--- src/design/miep_pkg.sv ---
//Contract
//- master enable at low enable register bit 0 gates all maskable acceptance.
//- one enable bit per source 4 to 25 allows or blocks that source.
//- unused bits of the enable registers read back as zero.
//- each source 4 to 25 gets one of four levels over its basic priority; only sources 4 to 19 have a level field, 20 to 25 sit at level 0.
//- level field 00 lowest to 11 highest; larger level served first.
//- ties at one level go to the higher basic priority.
//- only individually enabled requests enter the selection.
//- after reset every level field is zero.
//- first level register holds sources 7,6,5,4 from top bits down.
//- second level register holds sources 11,10,9,8 from top bits down.
//- third level register holds sources 15,14,13,12 from top bits down.
//- fourth level register holds sources 19,18,17,16 from top bits down.
//- accepting an interrupt clears the master enable automatically.
//- non-maskable sources bypass master and individual enables.
//- reset clears all individual enable bits.
//- reset clears the master enable bit.
package miep_pkg;
    localparam int          SRC_FIRST     = 4;
    localparam int          SRC_LAST      = 25;
    localparam int          NSRC          = SRC_LAST - SRC_FIRST + 1;
    localparam int          NLVL_SRC      = 16;
    localparam int          LVL_W         = 2;
    localparam int          ID_W          = 5;
    localparam int          ADDR_W        = 12;
    localparam int          DATA_W        = 8;
    localparam int          FIELDS_PER_REG = 4;
    localparam logic [11:0] ADDR_EN_LOW   = 12'h03A;
    localparam logic [11:0] ADDR_EN_HIGH  = 12'h03B;
    localparam logic [11:0] ADDR_EN_EXT   = 12'h03C;
    localparam logic [11:0] ADDR_EN_TOP   = 12'h03D;
    localparam logic [11:0] ADDR_LVL_A    = 12'hFF0;
    localparam logic [11:0] ADDR_LVL_B    = 12'hFF1;
    localparam logic [11:0] ADDR_LVL_C    = 12'hFF2;
    localparam logic [11:0] ADDR_LVL_D    = 12'hFF3;
    localparam int          IMF_BIT       = 0;
    localparam int          EN_LOW_LSB    = 4;
    localparam int          EN_LOW_CNT    = 4;
    localparam int          EN_TOP_CNT    = 2;
    localparam logic [7:0]  RST_BYTE      = 8'h00;
    localparam logic [1:0]  RST_LVL       = 2'h0;

    typedef struct packed {
        logic                      master_irq_enable;
        logic [NSRC-1:0]           en;
        logic [NLVL_SRC*LVL_W-1:0] lvl;
        logic [DATA_W-1:0]         rdata;
        logic                      hit;
        logic                      irq_valid;
        logic [ID_W-1:0]           irq_id;
        logic [LVL_W-1:0]          irq_lvl;
        logic                      nmi_valid;
    } miep_state_t;
endpackage : miep_pkg

--- src/design/miep_top.sv ---
`timescale 1ns/1ps
module miep_top
(
    input  wire logic                                          I_SYS_CLK,
    input  wire logic                                          I_RST,
    input  wire logic [miep_pkg::ADDR_W-1:0]                   I_SFR_ADDR,
    input  wire logic                                          I_SFR_WR,
    input  wire logic                                          I_SFR_RD,
    input  wire logic [miep_pkg::DATA_W-1:0]                   I_SFR_WDATA,
    input  wire logic [miep_pkg::NSRC-1:0]                     I_REQ_LATCH,
    input  wire logic                                          I_NMI_REQ,
    input  wire logic                                          I_ACCEPT,
    input  wire logic                                          I_UNMASK_ALL,
    input  wire logic                                          I_MASK_ALL,
    input  wire logic                                          I_RETURN,
    input  wire logic                                          I_RETURN_IMF,
    output logic      [miep_pkg::DATA_W-1:0]                   O_SFR_RDATA,
    output logic                                               O_SFR_HIT,
    output logic                                               O_IRQ_VALID,
    output logic      [miep_pkg::ID_W-1:0]                     O_IRQ_ID,
    output logic      [miep_pkg::LVL_W-1:0]                    O_IRQ_LEVEL,
    output logic                                               O_NMI_VALID,
    output logic                                               O_MASTER_EN,
    output logic      [miep_pkg::NSRC-1:0]                     O_SRC_ENABLE,
    output logic      [miep_pkg::NLVL_SRC*miep_pkg::LVL_W-1:0] O_SRC_LEVEL
);
    import miep_pkg::*;

    miep_state_t st_r;
    miep_state_t st_nxt;

    // per-source level, sources 20 to 25 have no field and sit at level 0
    logic [LVL_W-1:0] src_lvl [NSRC];
    logic [NSRC-1:0]  cand;

    genvar g;
    generate
        for (g = 0; g < NSRC; g++)
        begin : g_src
            if (g < NLVL_SRC)
            begin : g_lvl
                assign src_lvl[g] = st_r.lvl[g*LVL_W +: LVL_W];
            end
            else
            begin : g_nolvl
                assign src_lvl[g] = RST_LVL;
            end
            assign cand[g] = I_REQ_LATCH[g] & st_r.en[g];
        end
    endgenerate

    // byte index of a level register, or -1 when the address is not one
    function automatic int lvl_reg_idx(input logic [ADDR_W-1:0] a);
        int r;
        r = -1;
        unique case (a)
            ADDR_LVL_A: r = 0;
            ADDR_LVL_B: r = 1;
            ADDR_LVL_C: r = 2;
            ADDR_LVL_D: r = 3;
            default:    r = -1;
        endcase
        return r;
    endfunction : lvl_reg_idx

    function automatic logic is_mapped(input logic [ADDR_W-1:0] a);
        logic m;
        m = (a == ADDR_EN_LOW) || (a == ADDR_EN_HIGH) ||
            (a == ADDR_EN_EXT) || (a == ADDR_EN_TOP) ||
            (lvl_reg_idx(a) >= 0);
        return m;
    endfunction : is_mapped

    // read image of one register; unused bits stay zero
    function automatic logic [DATA_W-1:0] read_reg(
        input logic [ADDR_W-1:0]           a,
        input logic                        master_irq_enable,
        input logic [NSRC-1:0]             en,
        input logic [NLVL_SRC*LVL_W-1:0]   lvl
    );
        logic [DATA_W-1:0] d;
        int                k;
        d = RST_BYTE;
        k = lvl_reg_idx(a);
        if (a == ADDR_EN_LOW)
        begin
            d[IMF_BIT] = master_irq_enable;
            d[EN_LOW_LSB +: EN_LOW_CNT] = en[0 +: EN_LOW_CNT];
        end
        else if (a == ADDR_EN_HIGH)
        begin
            d = en[EN_LOW_CNT +: DATA_W];
        end
        else if (a == ADDR_EN_EXT)
        begin
            d = en[EN_LOW_CNT+DATA_W +: DATA_W];
        end
        else if (a == ADDR_EN_TOP)
        begin
            d[0 +: EN_TOP_CNT] = en[EN_LOW_CNT+2*DATA_W +: EN_TOP_CNT];
        end
        else if (k >= 0)
        begin
            d = lvl[k*DATA_W +: DATA_W];
        end
        return d;
    endfunction : read_reg

    // highest level wins; scanning down with >= lets the lowest source win ties
    function automatic logic [ID_W+LVL_W:0] pick(
        input logic [NSRC-1:0] c,
        input logic [NSRC*LVL_W-1:0] l
    );
        logic             found;
        logic [ID_W-1:0]  best_idx;
        logic [LVL_W-1:0] best_lvl;
        found    = 1'b0;
        best_idx = '0;
        best_lvl = RST_LVL;
        for (int i = NSRC - 1; i >= 0; i--)
        begin
            if (c[i] && (!found || l[i*LVL_W +: LVL_W] >= best_lvl))
            begin
                found    = 1'b1;
                best_idx = ID_W'(i);
                best_lvl = l[i*LVL_W +: LVL_W];
            end
        end
        return {found, best_idx, best_lvl};
    endfunction : pick

    logic [NSRC*LVL_W-1:0]  lvl_flat;
    logic [ID_W+LVL_W:0]    win;
    logic                   win_found;
    logic [ID_W-1:0]        win_idx;
    logic [LVL_W-1:0]       win_lvl;

    always_comb
    begin
        for (int i = 0; i < NSRC; i++)
        begin
            lvl_flat[i*LVL_W +: LVL_W] = src_lvl[i];
        end
    end

    assign win       = pick(cand, lvl_flat);
    assign win_found = win[ID_W+LVL_W];
    assign win_idx   = win[LVL_W +: ID_W];
    assign win_lvl   = win[0 +: LVL_W];

    always_comb
    begin
        int k;
        k      = lvl_reg_idx(I_SFR_ADDR);
        st_nxt = st_r;

        // register writes
        if (I_SFR_WR)
        begin
            if (I_SFR_ADDR == ADDR_EN_LOW)
            begin
                st_nxt.master_irq_enable = I_SFR_WDATA[IMF_BIT];
                st_nxt.en[0 +: EN_LOW_CNT] = I_SFR_WDATA[EN_LOW_LSB +: EN_LOW_CNT];
            end
            else if (I_SFR_ADDR == ADDR_EN_HIGH)
            begin
                st_nxt.en[EN_LOW_CNT +: DATA_W] = I_SFR_WDATA;
            end
            else if (I_SFR_ADDR == ADDR_EN_EXT)
            begin
                st_nxt.en[EN_LOW_CNT+DATA_W +: DATA_W] = I_SFR_WDATA;
            end
            else if (I_SFR_ADDR == ADDR_EN_TOP)
            begin
                st_nxt.en[EN_LOW_CNT+2*DATA_W +: EN_TOP_CNT] = I_SFR_WDATA[0 +: EN_TOP_CNT];
            end
            else if (k >= 0)
            begin
                st_nxt.lvl[k*DATA_W +: DATA_W] = I_SFR_WDATA;
            end
        end

        // master enable instructions override a same-cycle register write
        if (I_MASK_ALL)
        begin
            st_nxt.master_irq_enable = 1'b0;
        end
        else if (I_UNMASK_ALL)
        begin
            st_nxt.master_irq_enable = 1'b1;
        end

        // return reloads the stacked value
        if (I_RETURN)
        begin
            st_nxt.master_irq_enable = I_RETURN_IMF;
        end

        // acceptance clears last so a handler always starts masked
        if (I_ACCEPT)
        begin
            st_nxt.master_irq_enable = 1'b0;
        end

        // reads return the value before any same-cycle write
        if (I_SFR_RD)
        begin
            st_nxt.rdata = read_reg(I_SFR_ADDR, st_r.master_irq_enable, st_r.en, st_r.lvl);
            st_nxt.hit   = is_mapped(I_SFR_ADDR);
        end
        else
        begin
            st_nxt.rdata = RST_BYTE;
            st_nxt.hit   = 1'b0;
        end

        // request toward the sequencer; dropped in the accept cycle
        st_nxt.irq_valid = st_r.master_irq_enable && win_found && !I_ACCEPT;
        st_nxt.irq_id    = win_found ? ID_W'(win_idx + ID_W'(SRC_FIRST)) : '0;
        st_nxt.irq_lvl   = win_found ? win_lvl : RST_LVL;

        st_nxt.nmi_valid = I_NMI_REQ;
    end

    always_ff @(posedge I_SYS_CLK)
    begin
        if (I_RST)
        begin
            st_r.master_irq_enable       <= 1'b0;
            st_r.en        <= '0;
            st_r.lvl       <= '0;
            st_r.rdata     <= RST_BYTE;
            st_r.hit       <= 1'b0;
            st_r.irq_valid <= 1'b0;
            st_r.irq_id    <= '0;
            st_r.irq_lvl   <= RST_LVL;
            st_r.nmi_valid <= 1'b0;
        end
        else
        begin
            st_r <= st_nxt;
        end
    end

    assign O_SFR_RDATA  = st_r.rdata;
    assign O_SFR_HIT    = st_r.hit;
    assign O_IRQ_VALID  = st_r.irq_valid;
    assign O_IRQ_ID     = st_r.irq_id;
    assign O_IRQ_LEVEL  = st_r.irq_lvl;
    assign O_NMI_VALID  = st_r.nmi_valid;
    assign O_MASTER_EN  = st_r.master_irq_enable;
    assign O_SRC_ENABLE = st_r.en;
    assign O_SRC_LEVEL  = st_r.lvl;
endmodule : miep_top

--- config.mk ---
export PLATFORM = sky130hd
export DESIGN_NAME = miep_top
export DESIGN_NICKNAME = d
export VERILOG_FILES = /design/src/design/miep_pkg.sv /design/src/design/miep_top.sv
export SDC_FILE = /design/constraint.sdc
export NUM_CORES = 1
export LEC_CHECK = 0
export BUFFER_PORTS_ARGS = -buffer_cell sky130_fd_sc_hd__buf_2
export CORE_MARGIN = 4
export CORE_UTILIZATION = 33
export CTS_CLUSTER_DIAMETER = 30
export DETAILED_ROUTE_END_ITERATION = 10
export PLACE_DENSITY_LB_ADDON = 0.15
export SYNTH_ARGS = -nofsm -noshare
export SYNTH_HDL_FRONTEND = slang
export SYNTH_SLANG_ARGS = --single-unit
export TNS_END_PERCENT = 100
--- constraint.sdc ---
create_clock -name I_SYS_CLK -period 40.3 [get_ports I_SYS_CLK]
set_input_delay 6.045 -clock I_SYS_CLK [delete_from_list [all_inputs] [get_ports I_SYS_CLK]]
set_output_delay 6.045 -clock I_SYS_CLK [all_outputs]
set_load 0.005 [all_outputs]
==> results.cfg, run 1 <==
[final_layout]
n_antenna_cell = 0
register_area_sq_um = 1461
area.growth.synth_to_final_pct = 23.03
fin_nets = 801
fin_util_pct = 41.76
drive_gt1_share_pct = 23.52
final_cell_count_no_fill = 907
multi_input_area_sq_um = 3109
nFillCells = 1476

[worst_setup_path]
worst-path-buf-inv = 3
reg2reg_depth = 92
end_kind = flip-flop
slowest_delay_ns = 0.66
path_common_cell = ha_1
crit_family = compound AO/OA/AOI/OAI gates
cp-start-kind = input port
cp_slowest_cell = a222oi_1
worstPathArrival_ns = 24.92
rrSetupSlack_ns = 20.96
worst_ep_required_time_ns = 40.52
r2r-end = O_IRQ_ID[4]$_SDFF_PP0_
crit_type = in -> reg
crit_fanout = 7
reg2reg_from = O_SRC_ENABLE[15]$_SDFFE_PP0P_

[routing]
drc = 0
via_per_inst = 5.614
wl_per_cell_um = 19.12
final_antenna_net_count = 0
vias = 5092
drt_iter0_drc = 410
dr.pass1.iters = 6
wl_um = 17340

[synthesis]
synth_area_leader_cell = dfxtp_1
synth_compound_area_share_pct = 19.92
ys_dominant_reg_cell = dfxtp_1
yosysMostFrequentCell = nor2_1
synth_top_family_by_area = simple AND/OR/NAND/NOR gates
synth_xor_area_share_pct = 0.1845
synth_fa_ha_area_share_pct = 7.325
synth.top_cells.by_count = 82 x nor2_1, 76 x nand2_1, 73 x dfxtp_1
synthMuxAreaShare_pct = 10.33
syn-cell-area_sq_um = 4748
synth_seq_cells = 73
synthSimpleGateAreaFrac_pct = 27.59
synth.distinct_cells = 63
avgSynthCellArea_sq_um = 7.848
syn_inst = 605
synth_top_area_share_pct = 30.78
synth-edff-count = 0
synth.top_cells.by_area = dfxtp_1 31%, ha_1 7.1%, nor2_1 6.5%
synthArstFlopShare_pct = 0
yosysWarnings = 0
synth_fp_nets = 684
synth_seq_area_share_pct = 30.78

[timing]
relSlewSlack_pct = 24.26
setup_tns_ns = 0
fin_crit_ns = 24.71
fmax_mhz = 40.47
rsz0062_at_grt = no
fin_crit_sh_pct = 61.31
hold_violations = 0
setup-violations-final = 0
drv_slew = 0
clock_skew_ns = 0.006405
worst_pin_slew_ns = 1.126
hold_slack_ns = 0.5143

[cts]
tritoncts = done
htree_num_levels = 3
clk_pin_slew_worst_paths_ns = 0.06
cts_buffers = 9
cts_buffer_depth = 2
clock_latency_ns = 0.33
cts_setup_buffers = 0
root_buffer = clkbuf_16
cts_num_sinks = 73
cts_resized = 0
holdBufCountCts = 0

[die]
core_sq_um = 13990
die_w_um = 128.0
dieHeight_um = 128.0
rows = 43
start_util_pct = 33.94
design.die.area_sq_um = 16370
ioPinCount = 125

[pwr]
power.density_nw_per_um2 = 27.47
irDropWorstVdd_mv = 0.01879
power_mw = 0.1605
p_leak_nw = 2.525

[global_route]
grt_overflow = 0
grt_max_degree = 60
grt_pass1_wl_um = 26910
grt.total_usage_pct = 21.04
grt_pass1_vias = 4916
antenna_found_initial = 0

[hold_path]
whs_path_depth = 1
holdPathEnd = O_IRQ_VALID$_SDFF_PP0_
hold_class = reg -> reg
worstHoldStart = O_MASTER_EN$_SDFFE_PP0P_

[placed_design]
io_buffers = 124
dp.cells = 891
routabilityCongestion = 0.9148
place_hpwl_um = 13670

[outcome]
status = finished, final reports clean

[job]
drv_cap = 0
## through the flow
step | cell area (sq um) | setup slack [ns]
after global routing | 5842 | 13.83
after floorplan | 4748 | 17.52
after CTS | 5842 | 15.72
after detailed placement | 5544 | 15.43
after global placement | 5544 | 16.07
final | 5842 | 15.59
## area by class of cell
type                    instances  share of cell area, %
inverters                      28                  1.799
repair buffers                127                  11.01
clock inverters                 5                 0.9424
flip-flops and latches         73                  25.02
clock buffers                  11                  4.155
multi-input cells             483                  53.22
well taps                     180                  3.855
## how the worst max path moves through the flow
stage / endpoint / cells past startpoint / startpoint / slack (ns)
2_1_floorplan: O_IRQ_ID[4]$_SDFF_PP0_ / 93 / I_REQ_LATCH[15] / 17.52
3_3_place_gp: O_IRQ_ID[4]$_SDFF_PP0_ / 93 / I_REQ_LATCH[15] / 16.07
3_5_place_dp: O_IRQ_ID[4]$_SDFF_PP0_ / 90 / I_REQ_LATCH[20] / 15.43
4_1_cts: O_IRQ_ID[4]$_SDFF_PP0_ / 90 / I_REQ_LATCH[20] / 15.72
5_1_grt: O_IRQ_ID[3]$_SDFF_PP0_ / 92 / I_REQ_LATCH[20] / 13.83
6_report: O_IRQ_ID[4]$_SDFF_PP0_ / 90 / I_REQ_LATCH[20] / 15.59
## power breakdown
group          total [mW]  switching, mW  internal, mW  leakage [nW]
clock              0.0803         0.0309        0.0494         0.142
combinational     0.00783        0.00508       0.00274          1.80
sequential         0.0723      0.0000529        0.0723         0.588
total               0.160         0.0360         0.124          2.53
## cell usage in the layout (no fill, tap or decap), types with 22 or more instances in the layout
master and count:
a21oi_1 54, buf_2 124, dfxtp_1 73, ha_1 27, inv_1 28, mux2i_1 25
nand2_1 76, nand2b_1 22, nand3_1 42, nor2_1 82
## routing by layer
layer	global-route usage (%)	share of wire [%]	up-vias
met2	34.07	46	217
met3	3.500	6.8	24
met4	7.241	2.2	0
met5	0	0	-
li1	-	-	2434
met1	28.41	45	2417
## cell families (layout without fill, tap and decap cells)
group / count (synthesis) / in the layout
AOI/OAI and AO/OA: 137 / 137
xor gates and xnor gates: 1 / 1
muxes: 38 / 38
and+or+nand+nor: 279 / 279
DFF: 73 / 73
adders and majority gates: 28 / 28
buffers and inverters: 49 / 171
Power figures use the tool's default switching activity.
==> inputs of run 2 (changes only) <==
- ABC_AREA: unset -> 1
- clock period: 40.3 -> 25.5 ns (I/O delays scaled with it)
==> results.cfg, run 2 <==
[outcome]
status = finished, final reports clean

[die]
die_w_um = 130.1
ioPinCount = 125
rows = 44
core_sq_um = 14590
dieHeight_um = 130.1
design.die.area_sq_um = 16930
start_util_pct = 33.74

[routing]
vias = 5234
final_antenna_net_count = 0
drc = 0
dr.pass1.iters = 5
wl_per_cell_um = 16.39
via_per_inst = 4.961
wl_um = 17290
drt_iter0_drc = 296

[global_route]
grt.total_usage_pct = 20.43
grt_overflow = 0
grt_pass1_wl_um = 26420
grt_max_degree = 47
grt_pass1_vias = 4914
antenna_found_initial = 0

[cts]
cts_buffers = 9
tritoncts = done
cts_buffer_depth = 2
clk_pin_slew_worst_paths_ns = 0.06
htree_num_levels = 3
holdBufCountCts = 0
clock_latency_ns = 0.35
cts_resized = 0
cts_num_sinks = 73
root_buffer = clkbuf_16
cts_setup_buffers = 0

[worst_setup_path]
rrSetupSlack_ns = 10.93
slowest_delay_ns = 0.29
path_common_cell = nand2_1
worst-path-buf-inv = 14
worstPathArrival_ns = 17.98
crit_type = in -> reg
reg2reg_depth = 113
crit_cells = 114
cp_slowest_cell = ha_1
end_kind = flip-flop
crit_family = simple AND/OR/NAND/NOR gates
cp-start-kind = input port
worst_ep_required_time_ns = 25.75
crit_fanout = 7

[final_layout]
mostFrequentLayoutCells = 133 x nand2_1, 127 x inv_1, 124 x buf_2
fin_nets = 946
n_antenna_cell = 0
area.growth.synth_to_final_pct = 22.55
fin_util_pct = 41.35
final_common_cell = nand2_1
drive_gt1_share_pct = 23.08

[synthesis]
syn_inst = 750
synth_xor_area_share_pct = 0
synth.top_cells.by_count = 133 x nand2_1, 127 x inv_1, 73 x dfxtp_1
syn-cell-area_sq_um = 4922
synth_seq_area_share_pct = 29.69
synthMuxAreaShare_pct = 0
avgSynthCellArea_sq_um = 6.563
synthArstFlopShare_pct = 0
synth_fa_ha_area_share_pct = 6.863
synth_top_family_by_area = simple AND/OR/NAND/NOR gates
yosysWarnings = 0
synth_compound_area_share_pct = 20.69
yosysMostFrequentCell = nand2_1
synth.top_cells.by_area = dfxtp_1 30%, nand2_1 10%, inv_1 9.7%
synth_fp_nets = 829
synth_top_area_share_pct = 29.69
ys_dominant_reg_cell = dfxtp_1
synth.distinct_cells = 34
synth_seq_cells = 73
synth_area_leader_cell = dfxtp_1
synthSimpleGateAreaFrac_pct = 30.71
synth-edff-count = 0

[timing]
rsz0062_at_grt = no
hold_violations = 0
relSlewSlack_pct = 23.53
fmax_mhz = 56.41
worst_pin_slew_ns = 1.138
fin_crit_ns = 17.73
setup-violations-final = 0
fin_crit_sh_pct = 69.52
setup_tns_ns = 0
drv_slew = 0
clock_skew_ns = 0.007108

[hold_path]
whs_path_depth = 2
hold_class = reg -> reg

[pwr]
irDropWorstVdd_mv = 0.02679
p_leak_nw = 3.042
power.density_nw_per_um2 = 43.71
power_mw = 0.2636

[placed_design]
routabilityCongestion = 0.8748
io_buffers = 124
place_hpwl_um = 13830

[job]
drv_cap = 0
## run 2: cell types whose count changed in the layout (fill, tap and decap cells not counted), moves of 9 or more
cell,change
mux2i_1,-25
nand2_2,+24
nand3_2,+15
nand2_1,+57
a21oi_1,+14
o21ai_1,+9
nor2_1,-27
o21ai_0,+60
nand3_1,-10
inv_1,+99
nand2b_1,-22
## run 2: power by group
group | leakage [nW] | switching (mW) | internal (mW)
clock | 0.151 | 0.0506 | 0.0876
combinational | 2.30 | 0.00708 | 0.00405
sequential | 0.588 | 0.000121 | 0.114
total | 3.04 | 0.0578 | 0.206
## run 2: cell type report
cell class                 instances  area, sq um
clock buffer                      10        239.0
sequential                        73         1461
tap                              184        230.2
timing repair buffer             126        635.6
fill                            1589         8557
clock inverter                     5        80.08
inverter                         138        518.0
multi-input combinational        519         2868
## run 2: cells by family after synthesis
kind of cell,after synthesis
AO/OA/AOI/OAI,185
adder cells (fa/ha/maj),27
buffers and inverters,158
flip-flops,73
AND/OR/NAND/NOR,307
## run 2: layer usage
metal,track usage (%),share of wire (%)
met4,6.235,1.5
met3,4.257,6.8
met5,0,0
met1,28.20,47
met2,32.05,44
## run 2: worst paths after layout
| check | startpoint | end |
|---|---|---|
| setup / recovery | I_REQ_LATCH[15] | O_IRQ_ID[3]$_SDFF_PP0_ |
| hold / removal | O_SRC_ENABLE[21]$_SDFFE_PP0P_ | O_SRC_ENABLE[21]$_SDFFE_PP0P_ |
| setup reg to reg | flip-flop | O_IRQ_ID[3]$_SDFF_PP0_ |
| hold reg to reg | O_SRC_ENABLE[21]$_SDFFE_PP0P_ | O_SRC_ENABLE[21]$_SDFFE_PP0P_ |
## run 2: through the flow
| step | std cells | cell area [sq um] | setup WS [ns] | hold WS, ns |
|---|---|---|---|---|
| floorplan | 750 | 4922 | 8.990 | 0.4604 |
| global placement | 1040 | 5713 | 7.601 | 0.4994 |
| detailed placement | 1040 | 5713 | 7.438 | 0.5061 |
| CTS | 1055 | 6032 | 7.757 | 0.5161 |
| global route | 1055 | 6032 | 5.787 | 0.5447 |
| finish | 1055 | 6032 | 7.772 | 0.5118 |
## run 2: worst register-to-register path: cells and delay by family, from the launching register on
family          cells  cell delay, ns
simple gates       56            5.62
buf+inv            14            1.04
fa+ha+maj          16            4.21
flops               1            0.39
compound gates     27            3.25
